===== config.mk =====
export PLATFORM = sky130hd
export DESIGN_NAME = ehi_rewriter
export DESIGN_NICKNAME = d
export VERILOG_FILES = /design/src/ehi_pkg.sv /design/src/ehi_apb_regs.sv /design/src/ehi_crc32.sv /design/src/ehi_rewriter.sv
export SDC_FILE = /design/constraint.sdc
export NUM_CORES = 2
export LEC_CHECK = 0
export BUFFER_PORTS_ARGS = -buffer_cell sky130_fd_sc_hd__buf_2
export CAP_MARGIN = 20
export CORE_UTILIZATION = 55
export DETAILED_ROUTE_END_ITERATION = 7
export PLACE_DENSITY_LB_ADDON = 0.3
export SYNTH_ARGS = -nofsm -noshare
export SYNTH_HDL_FRONTEND = slang
export SYNTH_HIERARCHICAL = 1
export SYNTH_SLANG_ARGS = --single-unit

===== constraint.sdc =====
create_clock -name mclk -period 15.5 [get_ports mclk]
set_input_delay 3.1 -clock mclk [delete_from_list [all_inputs] [get_ports mclk]]
set_output_delay 3.1 -clock mclk [all_outputs]
set_load 0.005 [all_outputs]

===== src/ehi_pkg.sv =====
package ehi_pkg;

  // ****************************************
  // Stream and port geometry
  // ****************************************
  localparam int NUM_PORTS = 13;
  localparam logic [3:0] CPU_PORT_FIRST = 4'h0b;
  localparam int IFH_LEN = 16;
  localparam int MAC_LEN = 12;
  localparam int TAG_LEN = 4;
  localparam int ENCAP_LEN = 14;
  localparam int HDR_LEN = IFH_LEN + MAC_LEN;
  localparam logic [5:0] HDR_LAST = 6'(HDR_LEN - 1);
  localparam logic [5:0] PRE_LEN_NORMAL = 6'(MAC_LEN);
  localparam logic [5:0] PRE_LEN_KEEP = 6'(IFH_LEN + MAC_LEN);
  localparam logic [5:0] PRE_LEN_VTAG = 6'(MAC_LEN + TAG_LEN + IFH_LEN + MAC_LEN);
  localparam logic [5:0] PRE_LEN_ENCAP = 6'(ENCAP_LEN + IFH_LEN + MAC_LEN);
  localparam logic [5:0] VTAG_TAG_AT = 6'(MAC_LEN);
  localparam logic [5:0] VTAG_IFH_AT = 6'(MAC_LEN + TAG_LEN);
  localparam logic [5:0] VTAG_MAC_AT = 6'(MAC_LEN + TAG_LEN + IFH_LEN);
  localparam logic [5:0] ENCAP_MAC_AT = 6'(ENCAP_LEN + IFH_LEN);
  localparam logic [5:0] IFH_END = 6'(IFH_LEN);
  localparam logic [5:0] ENCAP_END = 6'(ENCAP_LEN);
  localparam logic [5:0] MAC_HALF = 6'h06;
  localparam logic [2:0] DLY_FULL = 3'h4;
  localparam logic [1:0] FCS_LAST = 2'h3;

  // ****************************************
  // Injection flags inside the header
  // ****************************************
  localparam int FLAG_BYTE = 0;
  localparam int BYPASS_BIT = 0;
  localparam int REFRESH_BIT = 1;
  localparam int EXCHANGE_BIT = 2;
  localparam int SMAC_CLR_BIT = 0;

  // Tag words inserted in vendor tag mode; both values are arbitrary.
  localparam logic [15:0] TAG_ETYPE = 16'h0abc;
  localparam logic [15:0] TAG_PROTO = 16'h0001;

  // ****************************************
  // Register map
  // ****************************************
  localparam logic [11:0] REG_MODE = 12'h000;
  localparam logic [11:0] REG_STATUS = 12'h004;
  localparam logic [11:0] REG_COUNT = 12'h008;
  localparam logic [11:0] REG_ENCAP_BASE = 12'h040;
  localparam logic [11:0] REG_ENCAP_END = 12'h080;
  localparam logic [25:0] MODE_RESET = 26'h0000000;
  localparam logic [31:0] CRC_INIT = 32'hffffffff;
  localparam logic [31:0] CRC_POLY = 32'hedb88320;

  typedef enum logic [1:0] {
    HM_NORMAL = 2'b00,
    HM_KEEP = 2'b01,
    HM_VTAG = 2'b10,
    HM_ENCAP = 2'b11
  } ehi_hmode_t;

  typedef struct packed {
    logic [7:0] data;
    logic sof;
    logic eof;
  } ehi_beat_t;

endpackage


===== src/ehi_apb_regs.sv =====
`timescale 1ns/100ps
module ehi_apb_regs (
  // Clock and reset
  input wire logic mclk,
  input wire logic sys_rst,
  // APB slave
  input wire logic psel,
  input wire logic penable,
  input wire logic pwrite,
  input wire logic [11:0] paddr,
  input wire logic [31:0] pwdata,
  output logic [31:0] prdata,
  output logic pready,
  output logic pslverr,
  // Block side
  output logic [25:0] mode_vec,
  input wire logic [3:0] enc_addr,
  output logic [31:0] enc_word,
  input wire logic [2:0] stat_bits,
  input wire logic [31:0] count_bits
);

  logic [31:0] enc_mem [0:15];

  wire acc = psel && penable && !pready;
  wire wr_now = psel && penable && pready && pwrite;
  wire hit_mode = paddr == ehi_pkg::REG_MODE;
  wire hit_stat = paddr == ehi_pkg::REG_STATUS;
  wire hit_cnt = paddr == ehi_pkg::REG_COUNT;
  wire hit_enc = paddr >= ehi_pkg::REG_ENCAP_BASE && paddr < ehi_pkg::REG_ENCAP_END
                 && paddr[1:0] == 2'h0;
  wire hit_any = hit_mode || hit_stat || hit_cnt || hit_enc;
  wire [31:0] rd_val = hit_mode ? {6'h00, mode_vec} :
                       hit_stat ? {29'h00000000, stat_bits} :
                       hit_cnt ? count_bits :
                       hit_enc ? enc_mem[paddr[5:2]] : 32'h00000000;

  assign enc_word = enc_mem[enc_addr];

  // ****************************************
  // One wait state, so read data leaves a flip-flop.
  // ****************************************
  always_ff @(posedge mclk) begin
    if (sys_rst) begin
      pready <= 1'b0;
      prdata <= 32'h00000000;
      pslverr <= 1'b0;
      mode_vec <= ehi_pkg::MODE_RESET;
    end else begin
      pready <= acc;
      if (acc) begin
        prdata <= rd_val;
        pslverr <= !hit_any;
      end
      if (wr_now && hit_mode) begin
        mode_vec <= pwdata[25:0];
      end
    end
  end

  always_ff @(posedge mclk) begin
    if (wr_now && hit_enc) begin
      enc_mem[paddr[5:2]] <= pwdata;
    end
  end

endmodule // ehi_apb_regs


===== src/ehi_crc32.sv =====
`timescale 1ns/100ps
module ehi_crc32 (
  // Clock and reset
  input wire logic mclk,
  input wire logic sys_rst,
  // Byte feed
  input wire logic clr,
  input wire logic en,
  input wire logic [7:0] data,
  // Running remainder
  output logic [31:0] crc
);

  function automatic logic [31:0] crc_byte(input logic [31:0] c, input logic [7:0] d);
    logic [31:0] r;
    r = c;
    for (int i = 0; i < 8; i++) begin
      r = (r[0] ^ d[i]) ? ((r >> 1) ^ ehi_pkg::CRC_POLY) : (r >> 1);
    end
    return r;
  endfunction

  always_ff @(posedge mclk) begin
    if (sys_rst || clr) begin
      crc <= ehi_pkg::CRC_INIT;
    end else if (en) begin
      crc <= crc_byte(crc, data);
    end
  end

endmodule // ehi_crc32


===== src/ehi_rewriter.sv =====
// Notes on behaviour
// - Each port has a two-bit header mode; 0 drops header, 1-3 carry it.
// - Mode 1 sends header then frame with no rewriting of the frame.
// - Mode 2 sends DMAC, SMAC, tag type, tag protocol, header, frame.
// - Mode 3 sends a table encapsulation chosen by classifier index, header, frame.
// - With insertion on, every frame from that port carries the header.
// - Frames toward internal CPU ports always use mode 1.
// - Modes 2 and 3 compute FCS over the inserted header too.
// - Bypass flag forwards the frame unmodified, except requested FCS refresh.
// - Refresh flag recomputes the FCS even without other changes.
// - Exchange flag swaps DMAC and SMAC, then clears bit 40 of new SMAC.
// - Exchange forces FCS recompute; CPU never sets exchange with bypass.
`timescale 1ns/100ps
module ehi_rewriter (
  // Clock and reset
  input wire logic mclk,
  input wire logic sys_rst,
  // APB register bus
  input wire logic psel,
  input wire logic penable,
  input wire logic pwrite,
  input wire logic [11:0] paddr,
  input wire logic [31:0] pwdata,
  output logic [31:0] prdata,
  output logic pready,
  output logic pslverr,
  // Frames from the switch core
  input wire logic in_valid,
  output logic in_ready,
  input wire ehi_pkg::ehi_beat_t in_beat,
  input wire logic [3:0] in_port,
  input wire logic [1:0] in_encap_idx,
  // Frames toward the egress port
  output logic out_valid,
  input wire logic out_ready,
  output ehi_pkg::ehi_beat_t out_beat
);

  typedef enum logic [1:0] {
    ST_HDR = 2'b00,
    ST_PRE = 2'b01,
    ST_BODY = 2'b10,
    ST_FCS = 2'b11
  } ehi_state_t;

  // ****************************************
  // State
  // ****************************************
  ehi_state_t state_ff;
  ehi_state_t nxt_state;
  logic [5:0] hcnt_ff;
  logic [5:0] pidx_ff;
  logic [1:0] fidx_ff;
  logic [2:0] dcnt_ff;
  logic [7:0] hdr_mem [0:ehi_pkg::HDR_LEN-1];
  logic [7:0] dly_ff [0:3];
  ehi_pkg::ehi_hmode_t mode_ff;
  logic [1:0] enc_ff;
  logic [15:0] frames_ff;
  logic [15:0] drops_ff;
  logic out_valid_ff;
  ehi_pkg::ehi_beat_t out_beat_ff;
  logic in_ready_ff;
  logic [25:0] mode_vec;
  logic [31:0] enc_word;
  logic [3:0] enc_addr;
  logic [31:0] crc;

  assign out_valid = out_valid_ff;
  assign out_beat = out_beat_ff;
  assign in_ready = in_ready_ff;

  // ****************************************
  // Register slave
  // ****************************************
  ehi_apb_regs u_regs (
    .mclk(mclk),
    .sys_rst(sys_rst),
    .psel(psel),
    .penable(penable),
    .pwrite(pwrite),
    .paddr(paddr),
    .pwdata(pwdata),
    .prdata(prdata),
    .pready(pready),
    .pslverr(pslverr),
    .mode_vec(mode_vec),
    .enc_addr(enc_addr),
    .enc_word(enc_word),
    .stat_bits({mode_ff, state_ff != ST_HDR}),
    .count_bits({drops_ff, frames_ff})
  );

  // ****************************************
  // Mode lookup at start of frame
  // ****************************************
  function automatic ehi_pkg::ehi_hmode_t port_mode(input logic [3:0] p, input logic [25:0] v);
    logic [4:0] sh;
    sh = {p, 1'b0};
    if (p >= ehi_pkg::CPU_PORT_FIRST) begin
      return ehi_pkg::HM_KEEP;
    end
    return ehi_pkg::ehi_hmode_t'(v[sh +: 2]);
  endfunction

  wire take = in_valid && in_ready_ff;
  wire adv = !out_valid_ff || out_ready;
  wire [7:0] flag_byte = hdr_mem[ehi_pkg::FLAG_BYTE];
  wire flg_bypass = flag_byte[ehi_pkg::BYPASS_BIT];
  wire flg_refresh = flag_byte[ehi_pkg::REFRESH_BIT];
  // The injector must not pair exchange with bypass; if it does, bypass wins.
  wire swap_on = flag_byte[ehi_pkg::EXCHANGE_BIT] && !flg_bypass;
  wire wrapped = mode_ff == ehi_pkg::HM_VTAG || mode_ff == ehi_pkg::HM_ENCAP;
  wire recompute = wrapped || flg_refresh || swap_on;

  // ****************************************
  // Prefix layout per mode
  // ****************************************
  logic [5:0] pre_len;
  logic [1:0] seg;
  logic [5:0] rel;

  localparam logic [1:0] SEG_MAC = 2'h0;
  localparam logic [1:0] SEG_IFH = 2'h1;
  localparam logic [1:0] SEG_TAG = 2'h2;
  localparam logic [1:0] SEG_ENC = 2'h3;

  always_comb begin
    pre_len = ehi_pkg::PRE_LEN_NORMAL;
    seg = SEG_MAC;
    rel = pidx_ff;
    unique case (mode_ff)
      ehi_pkg::HM_NORMAL: begin
        pre_len = ehi_pkg::PRE_LEN_NORMAL;
      end
      ehi_pkg::HM_KEEP: begin
        pre_len = ehi_pkg::PRE_LEN_KEEP;
        if (pidx_ff < ehi_pkg::IFH_END) begin
          seg = SEG_IFH;
        end else begin
          rel = pidx_ff - ehi_pkg::IFH_END;
        end
      end
      ehi_pkg::HM_VTAG: begin
        pre_len = ehi_pkg::PRE_LEN_VTAG;
        if (pidx_ff >= ehi_pkg::VTAG_MAC_AT) begin
          rel = pidx_ff - ehi_pkg::VTAG_MAC_AT;
        end else if (pidx_ff >= ehi_pkg::VTAG_IFH_AT) begin
          seg = SEG_IFH;
          rel = pidx_ff - ehi_pkg::VTAG_IFH_AT;
        end else if (pidx_ff >= ehi_pkg::VTAG_TAG_AT) begin
          seg = SEG_TAG;
          rel = pidx_ff - ehi_pkg::VTAG_TAG_AT;
        end
      end
      ehi_pkg::HM_ENCAP: begin
        pre_len = ehi_pkg::PRE_LEN_ENCAP;
        if (pidx_ff >= ehi_pkg::ENCAP_MAC_AT) begin
          rel = pidx_ff - ehi_pkg::ENCAP_MAC_AT;
        end else if (pidx_ff >= ehi_pkg::ENCAP_END) begin
          seg = SEG_IFH;
          rel = pidx_ff - ehi_pkg::ENCAP_END;
        end else begin
          seg = SEG_ENC;
        end
      end
    endcase
  end

  // ****************************************
  // Prefix byte selection
  // ****************************************
  wire [5:0] mac_src = !swap_on ? rel :
                       (rel < ehi_pkg::MAC_HALF) ? rel + ehi_pkg::MAC_HALF :
                       rel - ehi_pkg::MAC_HALF;
  wire [5:0] mac_at = mac_src + 6'(ehi_pkg::IFH_LEN);
  wire [7:0] mac_raw = hdr_mem[mac_at[4:0]];
  wire clr_b40 = swap_on && rel == ehi_pkg::MAC_HALF;
  wire [7:0] mac_byte = clr_b40 ? (mac_raw & 8'hfe) : mac_raw;
  wire [31:0] tag_word = {ehi_pkg::TAG_ETYPE, ehi_pkg::TAG_PROTO};
  wire [4:0] tag_sh = {2'h3 - rel[1:0], 3'h0};
  wire [7:0] tag_byte = tag_word[tag_sh +: 8];
  assign enc_addr = {enc_ff, rel[3:2]};
  wire [7:0] enc_byte = enc_word[tag_sh +: 8];
  wire [7:0] ifh_byte = hdr_mem[rel[4:0]];
  wire [7:0] pre_byte = (seg == SEG_MAC) ? mac_byte :
                        (seg == SEG_IFH) ? ifh_byte :
                        (seg == SEG_TAG) ? tag_byte : enc_byte;
  // Mode 1 keeps the header outside the checksum, as an unwrapped frame.
  wire pre_cover = !(mode_ff == ehi_pkg::HM_KEEP && seg == SEG_IFH);
  wire pre_last = pidx_ff == pre_len - 6'h01;

  // ****************************************
  // Trailer selection
  // ****************************************
  wire [31:0] fcs_new = ~crc;
  wire [4:0] fcs_sh = {fidx_ff, 3'h0};
  wire [7:0] fcs_byte = recompute ? fcs_new[fcs_sh +: 8] : dly_ff[2'h3 - fidx_ff];

  // ****************************************
  // Output load and next state
  // ****************************************
  logic load;
  logic [7:0] ld_data;
  logic ld_sof;
  logic ld_eof;
  logic ld_cover;

  always_comb begin
    load = 1'b0;
    ld_data = pre_byte;
    ld_sof = 1'b0;
    ld_eof = 1'b0;
    ld_cover = 1'b0;
    nxt_state = state_ff;
    unique case (state_ff)
      ST_HDR: begin
        if (take && !in_beat.eof && hcnt_ff == ehi_pkg::HDR_LAST) begin
          nxt_state = ST_PRE;
        end
      end
      ST_PRE: begin
        if (adv) begin
          load = 1'b1;
          ld_sof = pidx_ff == 6'h00;
          ld_cover = pre_cover;
          if (pre_last) begin
            nxt_state = ST_BODY;
          end
        end
      end
      ST_BODY: begin
        if (take) begin
          load = dcnt_ff == ehi_pkg::DLY_FULL;
          ld_data = dly_ff[3];
          ld_cover = 1'b1;
          if (in_beat.eof) begin
            nxt_state = ST_FCS;
          end
        end
      end
      ST_FCS: begin
        if (adv) begin
          load = 1'b1;
          ld_data = fcs_byte;
          ld_eof = fidx_ff == ehi_pkg::FCS_LAST;
          if (ld_eof) begin
            nxt_state = ST_HDR;
          end
        end
      end
    endcase
  end

  wire nxt_out_valid = load || (out_valid_ff && !out_ready);
  wire accepts = nxt_state == ST_HDR || nxt_state == ST_BODY;
  // Input is offered only when the output stage is free next cycle, so a
  // taken body byte always has a place; this costs throughput, not data.
  wire nxt_in_ready = accepts && !take && !nxt_out_valid;

  ehi_crc32 u_crc (
    .mclk(mclk),
    .sys_rst(sys_rst),
    .clr(state_ff == ST_HDR),
    .en(load && ld_cover && state_ff != ST_FCS),
    .data(ld_data),
    .crc(crc)
  );

  // ****************************************
  // Sequencing
  // ****************************************
  always_ff @(posedge mclk) begin
    if (sys_rst) begin
      state_ff <= ST_HDR;
      hcnt_ff <= 6'h00;
      pidx_ff <= 6'h00;
      fidx_ff <= 2'h0;
      dcnt_ff <= 3'h0;
      mode_ff <= ehi_pkg::HM_NORMAL;
      enc_ff <= 2'h0;
      frames_ff <= 16'h0000;
      drops_ff <= 16'h0000;
      in_ready_ff <= 1'b0;
      out_valid_ff <= 1'b0;
      out_beat_ff <= '0;
    end else begin
      state_ff <= nxt_state;
      in_ready_ff <= nxt_in_ready;
      out_valid_ff <= nxt_out_valid;
      if (load) begin
        out_beat_ff <= '{data: ld_data, sof: ld_sof, eof: ld_eof};
      end
      if (state_ff == ST_HDR && take) begin
        if ((hcnt_ff == 6'h00 && !in_beat.sof) || in_beat.eof) begin
          drops_ff <= drops_ff + 16'h0001;
          hcnt_ff <= 6'h00;
        end else begin
          hcnt_ff <= (hcnt_ff == ehi_pkg::HDR_LAST) ? 6'h00 : hcnt_ff + 6'h01;
          if (hcnt_ff == 6'h00) begin
            mode_ff <= port_mode(in_port, mode_vec);
            enc_ff <= in_encap_idx;
          end
        end
      end
      pidx_ff <= (state_ff != ST_PRE) ? 6'h00 : load ? pidx_ff + 6'h01 : pidx_ff;
      if (state_ff == ST_BODY && take && dcnt_ff != ehi_pkg::DLY_FULL) begin
        dcnt_ff <= dcnt_ff + 3'h1;
      end else if (state_ff != ST_BODY) begin
        dcnt_ff <= 3'h0;
      end
      if (state_ff == ST_FCS && load) begin
        fidx_ff <= fidx_ff + 2'h1;
        if (ld_eof) begin
          frames_ff <= frames_ff + 16'h0001;
        end
      end
    end
  end

  // ****************************************
  // Header capture and trailer delay line
  // ****************************************
  always_ff @(posedge mclk) begin
    if (state_ff == ST_HDR && take && !in_beat.eof) begin
      hdr_mem[hcnt_ff[4:0]] <= in_beat.data;
    end
  end

  // The last four body bytes are held back so the old FCS can be replaced.
  always_ff @(posedge mclk) begin
    if (state_ff == ST_BODY && take) begin
      dly_ff[3] <= dly_ff[2];
      dly_ff[2] <= dly_ff[1];
      dly_ff[1] <= dly_ff[0];
      dly_ff[0] <= in_beat.data;
    end
  end

endmodule // ehi_rewriter


Yosys cells after proc, flatten, opt, wreduce, memory -nomap -nowiden

Memories as Yosys holds them, arrays and structs flattened.
Cells that the tools add are included.

Shifts and indexed selects: 4
Eq/ne operators: 20
Reductions and logical operators: 61
$lt $le $gt $ge: 10
Mux-type cells: 72
Bitwise operators: 18
Add/subtract/negate cells: 17

Operators with widths:

| kind                                                                         | count |
|---|---|
| 32-bit 2-to-1 mux                                                            | 12 |
| 13-bit inverter with 14-bit output                                           | 8 |
| 32-bit by 6-bit variable part select with 8-bit output                       | 2 |
| 6-bit 2-to-1 mux                                                             | 8 |
| 8-bit 2-to-1 mux                                                             | 6 |
| 16-bit by 1-bit adder with 16-bit output, second input constant              | 2 |
| 32-bit inverter                                                              | 1 |
| 32-bit by 6-bit variable part select with 8-bit output, first input constant | 1 |
| 2-bit 2-to-1 mux                                                             | 14 |
| 26-bit by 6-bit variable part select with 2-bit output                       | 1 |
| 1-bit logical AND                                                            | 25 |
| 6-bit one-hot mux with 4 select lines                                        | 1 |
| 1-bit 2-to-1 mux                                                             | 21 |
| 6-bit one-hot mux with 3 select lines                                        | 1 |
| 8-bit one-hot mux with 2 select lines                                        | 1 |
| 2-bit equality test, second input constant                                   | 7 |
| 6-bit by 1-bit adder with 6-bit output, second input constant                | 2 |
| 12-bit by 3-bit equality test with 1-bit output, second input constant       | 1 |
| 12-bit by 4-bit equality test with 1-bit output, second input constant       | 1 |
| 12-bit by 7-bit >= comparator with 1-bit output, second input constant       | 1 |
| 6-bit by 4-bit >= comparator with 1-bit output, second input constant        | 2 |
| 6-bit by 5-bit >= comparator with 1-bit output, second input constant        | 2 |
| 12-bit zero test                                                             | 1 |
| 6-bit zero test                                                              | 2 |
| 37 further kinds                                                             | 79 |

Word-level logic and storage cells: 224
Bits in registers: 159
Input bits: 67
Output and inout port bits: 46
Memories: 3
RAM bits: 768

Memory list:

| memory         | depth | width | rd ports | clocked after memory_dff | write ports | line               | source |
|---|---|---|---|---|---|---|---|
| u_regs.enc_mem | 16    | 32    | 2        | 0                        | 1           | ehi_apb_regs.sv:23 | `logic [31:0] enc_mem [0:15];` |
| hdr_mem        | 28    | 8     | 3        | 0                        | 1           | ehi_rewriter.sv:55 | `logic [7:0] hdr_mem [0:ehi_pkg::HDR_LEN-1];` |
| dly_ff         | 4     | 8     | 5        | 0                        | 4           | ehi_rewriter.sv:56 | `logic [7:0] dly_ff [0:3];` |

Depth between registers and ports, before layout

An unclocked memory read counts as a cell.

Depth in word-level cells: 30
Depth in mapped cells: 29
Mapped depth without buffers: 22

By module

The synthesis kept the hierarchy.

By module, submodules not included:

| module       | cells each | area each (um2) | seq. area each (um2) | times used |
|---|---|---|---|---|
| ehi_apb_regs | 1374       | 26078.8         | 16575.9              | 1 |
| ehi_rewriter | 1387       | 17421.7         | 9028.7               | 1 |
| ehi_crc32    | 179        | 2134.5          | 640.6                | 1 |

Least setup slack after synthesis

OpenSTA, ideal clock, no wires.

Kind: register to register
From: reg pidx_ff[0]
To: reg u_crc.crc[26]
Clock period less this slack: 6.714 ns
Setup time: 0.070 ns
Data arrival time: 6.645 ns
Buffers on the path: 9
Setup slack: 8.786 ns
Cell stages (with the launch flop): 29
Cell sequence: dfxtp_1 -> buf_2 -> buf_4 -> buf_2 -> inv_1 -> clkbuf_1 -> ha_1 -> a31oi_2 -> nand4_1 -> and4bb_1 -> buf_6 -> inv_4 -> buf_2 -> buf_2 -> clkbuf_1 -> buf_2 -> mux4_2 -> mux4_2 -> mux4_2 -> nand3_1 -> nand2_1 -> a31oi_1 -> a211oi_2 -> a31oi_1 -> nand3_1 -> xnor2_4 -> xor2_4 -> xor3_1 -> a21oi_1

Elaborated cells between the ends (all ways): 73

RTL lines:

| element                                                                                                       | line                                     | source |
|---|---|---|
| start: declaration                                                                                            | ehi_rewriter.sv:52                       | `logic [5:0] pidx_ff;` |
| start signal: assignment                                                                                      | ehi_rewriter.sv:306                      | `pidx_ff <= (state_ff != ST_PRE) ? 6'h00 : load ? pidx_ff + 6'h01 : pidx_ff;` |
| 6-bit by 4-bit subtractor with 6-bit output or 6-bit by 4-bit >= comparator with 1-bit output (tied branches) | ehi_rewriter.sv:153, ehi_rewriter.sv:151 |  |
| 6-bit 2-to-1 mux                                                                                              | ehi_rewriter.sv:151                      | `end else if (pidx_ff >= ehi_pkg::VTAG_TAG_AT) begin` |
| 6-bit 2-to-1 mux                                                                                              | ehi_rewriter.sv:148                      | `end else if (pidx_ff >= ehi_pkg::VTAG_IFH_AT) begin` |
| 6-bit 2-to-1 mux                                                                                              | ehi_rewriter.sv:146                      | `if (pidx_ff >= ehi_pkg::VTAG_MAC_AT) begin` |
| 6-bit one-hot mux with 3 select lines *                                                                       | ehi_rewriter.sv:132                      | `unique case (mode_ff)` |
| 2-bit subtractor *                                                                                            | ehi_rewriter.sv:181                      | `wire [4:0] tag_sh = {2'h3 - rel[1:0], 3'h0};` |
| via tag_sh[3]                                                                                                 | ehi_rewriter.sv:181                      |  |
| 32-bit by 6-bit variable part select with 8-bit output (on tied branches)                                     | ehi_rewriter.sv:184, ehi_rewriter.sv:182 |  |
| [... 2 more ...]                                                                                              | --                                       |  |
| 8-bit 2-to-1 mux *                                                                                            | ehi_rewriter.sv:186                      | `wire [7:0] pre_byte = (seg == SEG_MAC) ? mac_byte :` |
| 8-bit 2-to-1 mux (on tied branches)                                                                           | ehi_rewriter.sv:243, ehi_rewriter.sv:233 |  |
| 8-bit one-hot mux with 2 select lines *                                                                       | ehi_rewriter.sv:216                      | `unique case (state_ff)` |
| via ld_data[6]                                                                                                | ehi_rewriter.sv:204                      | `logic [7:0] ld_data;` |
| 1-bit bitwise XOR *                                                                                           | ehi_crc32.sv:18                          | `r = (r[0] ^ d[i]) ? ((r >> 1) ^ ehi_pkg::CRC_POLY) : (r >> 1);` |
| 32-bit 2-to-1 mux *                                                                                           | ehi_crc32.sv:18                          |  |
| 13-bit inverter with 14-bit output (no line)                                                                  | --                                       |  |
| 32-bit 2-to-1 mux *                                                                                           | ehi_crc32.sv:18                          |  |
| end signal: assignment                                                                                        | ehi_crc32.sv:25                          | `crc <= ehi_pkg::CRC_INIT;` |
| end signal: assignment                                                                                        | ehi_crc32.sv:27                          | `crc <= crc_byte(crc, data);` |
| end: declaration                                                                                              | ehi_crc32.sv:11                          | `output logic [31:0] crc` |

The timed path passes the listed nets; every way through them passes the cells marked *.
A chain may end at the register's enable or synchronous reset.

Worst setup path after layout

From: reg pidx_ff[5]
To: reg u_crc.crc[26]

Elaborated cells between the ends (all ways): 73

RTL lines:

| element                                                  | line                                     | source |
|---|---|---|
| 6-bit by 4-bit >= comparator with 1-bit output           | ehi_rewriter.sv:151                      |  |
| 6-bit 2-to-1 mux                                         | ehi_rewriter.sv:151                      |  |
| 6-bit 2-to-1 mux                                         | ehi_rewriter.sv:148                      |  |
| 6-bit 2-to-1 mux                                         | ehi_rewriter.sv:146                      |  |
| 6-bit one-hot mux with 3 select lines *                  | ehi_rewriter.sv:132                      |  |
| memory 16 x 32 bit *                                     | --                                       |  |
| via enc_word[22]                                         | ehi_rewriter.sv:65                       | `logic [31:0] enc_word;` |
| 32-bit by 6-bit variable part select with 8-bit output * | ehi_rewriter.sv:184                      | `wire [7:0] enc_byte = enc_word[tag_sh +: 8];` |
| [... 2 more ...]                                         | --                                       |  |
| 8-bit 2-to-1 mux *                                       | ehi_rewriter.sv:186                      |  |
| 8-bit 2-to-1 mux (on tied branches)                      | ehi_rewriter.sv:243, ehi_rewriter.sv:233 |  |
| 8-bit one-hot mux with 2 select lines *                  | ehi_rewriter.sv:216                      |  |
| via ld_data[6]                                           | ehi_rewriter.sv:204                      |  |
| 1-bit bitwise XOR *                                      | ehi_crc32.sv:18                          |  |
| 32-bit 2-to-1 mux *                                      | ehi_crc32.sv:18                          |  |
| 13-bit inverter with 14-bit output (no line)             | --                                       |  |
| 32-bit 2-to-1 mux *                                      | ehi_crc32.sv:18                          |  |

Marked as above.

==> results.toml <==
[layout]
fin_util = 0.615
n_fill_cell = 5830
final_layout_size_suffix_gt1_frac = 0.261
insertedDiodeCount = 0
finalNonFillerCells = 4149
synthToLayoutAreaGrowth_pct = 10.6
stdcell_area_sq_mm = 0.0505
nets = 3092

[routing]
vias_per_cell = 7.10
drt_iter0_drc = 3784
drc_errors = 0
ant_nets = 0
dr.pass1.iters = 8
wire_per_inst_microns = 31.7
routed_wl_mm = 131
num_vias = 29449

[sta]
fin_setup_tns_ns = 0
setup_viol = 0
rsz0062_at_grt = "false"
skew_ns = 0.0431
fmax_mhz = 115
fin_crit_sh = 0.562
fin_crit_ns = 8.72
slew_violations = 0
slew_headroom = 0.163
fin_hold_ws_ns = 0.448
hold_violations = 0
worstMarginPinSlew_ns = 1.26

[logic_synthesis]
yosysUniqueCellTypes = 107
synthTopCellsByCount = "768 x edfxtp_1, 360 x mux4_2, 197 x nor2_1"
synth_enable_flop_cells = 768
synthFlopType = "edfxtp_1"
yosysSeqAreaShare = 0.575
yosys.area.top_type_share = 0.505
synth_fa_ha_area_frac = 0.00833
muxShareOfSynthArea = 0.224
synthCells = 2940
ys_async_sr_fraction = 0
synth-compound-area-share = 0.0736
netlist_area_sq_mm = 0.0456
synthSimpleGateAreaFrac = 0.0634
yosysWarningCount = 6
synth_nets = 3036
synth.most_common_cell = "edfxtp_1"
synth_top_area_cell = "edfxtp_1"
synth_seq_cells = 927
synth_top_family_by_area = "multiplexers"
synth_xor_area_frac = 0.0314
avgSynthCellArea_sq_um = 15.5
ys_top_cells_by_area = "edfxtp_1 51%, mux4_2 18%, dfxtp_1 7.0%, mux2i_1 3.6%, a22oi_1 1.7%"

[pwr]
vdd_drop_max_uv = 90.9
pwr_density_cell_mw_per_mm2 = 107
p_leak_nw = 16.5

[placed_design]
port_buffers = 112
placed_area_sq_mm = 0.0471
gp_congestion = 0.979
dp_hpwl_mm = 83.9
numPlacedInstances = 3966

[floorplan]
start_util = 0.556
die_area_sq_mm = 0.0841
num_io_pins = 113
die_x_microns = 290
num_rows = 105
die_h_microns = 290
core_sq_mm = 0.0821

[critical_path]
cp_num_buf_inv = 4
crit_chain = "inv_1 -> ha_1 -> nand3_1 -> and4_1 -> mux2i_1 -> and4bb_1 -> buf_4 -> inv_8 -> buf_4 -> mux4_2 -> mux4_2 -> mux4_2 -> nand3_1 -> nand2_1 -> a31oi_1 -> a211oi_2 -> a31oi_1 -> nand3_1 -> xnor2_4 -> xor2_4 -> xor3_1 -> a21oi_1"
crit_path_start_kind = "flop"
crit_type = "flop to flop"
max_stage_delay_ns = 0.87
crit_required_ns = 16.08
cp.depth = 22
cp-end-kind = "flop"
worstRegToRegCells = 22
crit_slowest_cell = "buf_4"
cp_max_fo = 62
path_delay_family = "buffers and inverters"
critPathArrivalTime_ns = 9.30

[status]
status = "finished clean"

[global_route]
globalRouteOverflowTotal = 0
grt_max_degree = 101
track_usage = 0.312
antenna_found_initial = 10
globalRouteMet3Util = 0.0678
use_met1 = 0.417
first_global_vias = 29110
met2_usage = 0.497
grt_pass1_wl_mm = 193
grt_most_used_layer = "met2"

[clock_network]
cts_max_level = 3
clk_latency_ns = 0.68
clk_pin_slew_worst_paths_ns = 0.06
cts-root-buf = "clkbuf_16"
cts_buffers = 96
clock_path_buffers = 3
post_cts_buffers = 0
cts_tree = "yes"
cts_hold_buf = 0
ctsResizeCount = 0
cts_sinks = 927

[min_path]
min_delay_path_depth = 0
hold_path_class = "flop to flop"

[flow_run]
max-cap-violations = 0
-- flip-flops by register name, indices dropped and copies added, names as in the netlist, 10 cells and up --
signal	count
u_regs/enc_mem	512
u_regs/prdata	32
hdr_mem	224
frames_ff	16
dly_ff	32
out_beat	10
drops_ff	16
u_crc/crc	32
u_regs/mode_vec	26
-- path summary, 6_finish.rpt --
kind	start	end	slack, ns
worst max-delay path	pidx_ff[5]$_SDFFE_PP0P_	u_crc/crc[26]$_SDFFE_PP1P_	6.78
worst min-delay path	dly_ff[1][3]$_DFFE_PP_	dly_ff[2][3]$_DFFE_PP_	0.45
worst max register to register	pidx_ff[5]$_SDFFE_PP0P_	u_crc/crc[26]$_SDFFE_PP1P_	6.78
worst min register to register	dly_ff[1][3]$_DFFE_PP_	dly_ff[2][3]$_DFFE_PP_	0.45
-- layer usage --
metal  wire (microns)  vias to the layer above
met5              103                        -
met4             6000                       18
met3            14700                      384
met2            62100                     1969
met1            48500                    15036
li1                 -                    12042
-- kinds of logic (layout without fill, tap and decap cells) --
logic type / after synthesis / after routing
simple gates: 607 / 607
buf+inv: 238 / 377
xor+xnor: 104 / 104
compound gates: 471 / 471
flops: 927 / 927
fa+ha+maj: 30 / 30
mux: 563 / 563
-- layout by cell type, fill, tap and decap left out, types with 25 or more instances in the layout --
cell and instances:
nand2_1 188, ha_1 28, dfxtp_1 156, clkinv_2 25, edfxtp_1 768, a31oi_1 45
o21ai_0 50, nor2_1 180, buf_2 109, xor2_1 33, clkbuf_16 98, a21oi_1 76
o211ai_1 27, buf_4 53, inv_1 25, mux2i_1 163, a21o_1 27, mux4_2 360
nand3_1 74, a22oi_1 105, mux2_2 38, xnor2_1 35
-- through the flow --
step | worst slack, ns | total power, mW
after global placement | 7.00 | 3.04
final | 6.78 | 5.40
after global routing | 6.23 | 5.53
after CTS | 6.82 | 5.42
after detailed placement | 6.80 | 3.05
after floorplan | 8.79 | 2.95
-- report_power, final --
part           total (mW)  leakage [nW]  switching (mW)  internal, mW
sequential           2.70          8.19         0.00586          2.70
clock                2.40          1.63           0.988          1.41
combinational       0.300          6.65           0.174         0.126
total                5.40          16.5            1.17          4.23
-- area by class of cell --
| class | instances | area [sq um] | share of cell area |
|---|---|---|---|
| tap | 1070 | 1340 | 0.0265 |
| timing repair buffer | 166 | 1020 | 0.0201 |
| sequential | 927 | 26300 | 0.520 |
| inverter | 30 | 125 | 0.00248 |
| clock inverter | 56 | 673 | 0.0133 |
| multi-input combinational | 1775 | 18400 | 0.365 |
| clock buffer | 125 | 2640 | 0.0524 |
No activity file was read; power rests on OpenSTA's default activity.
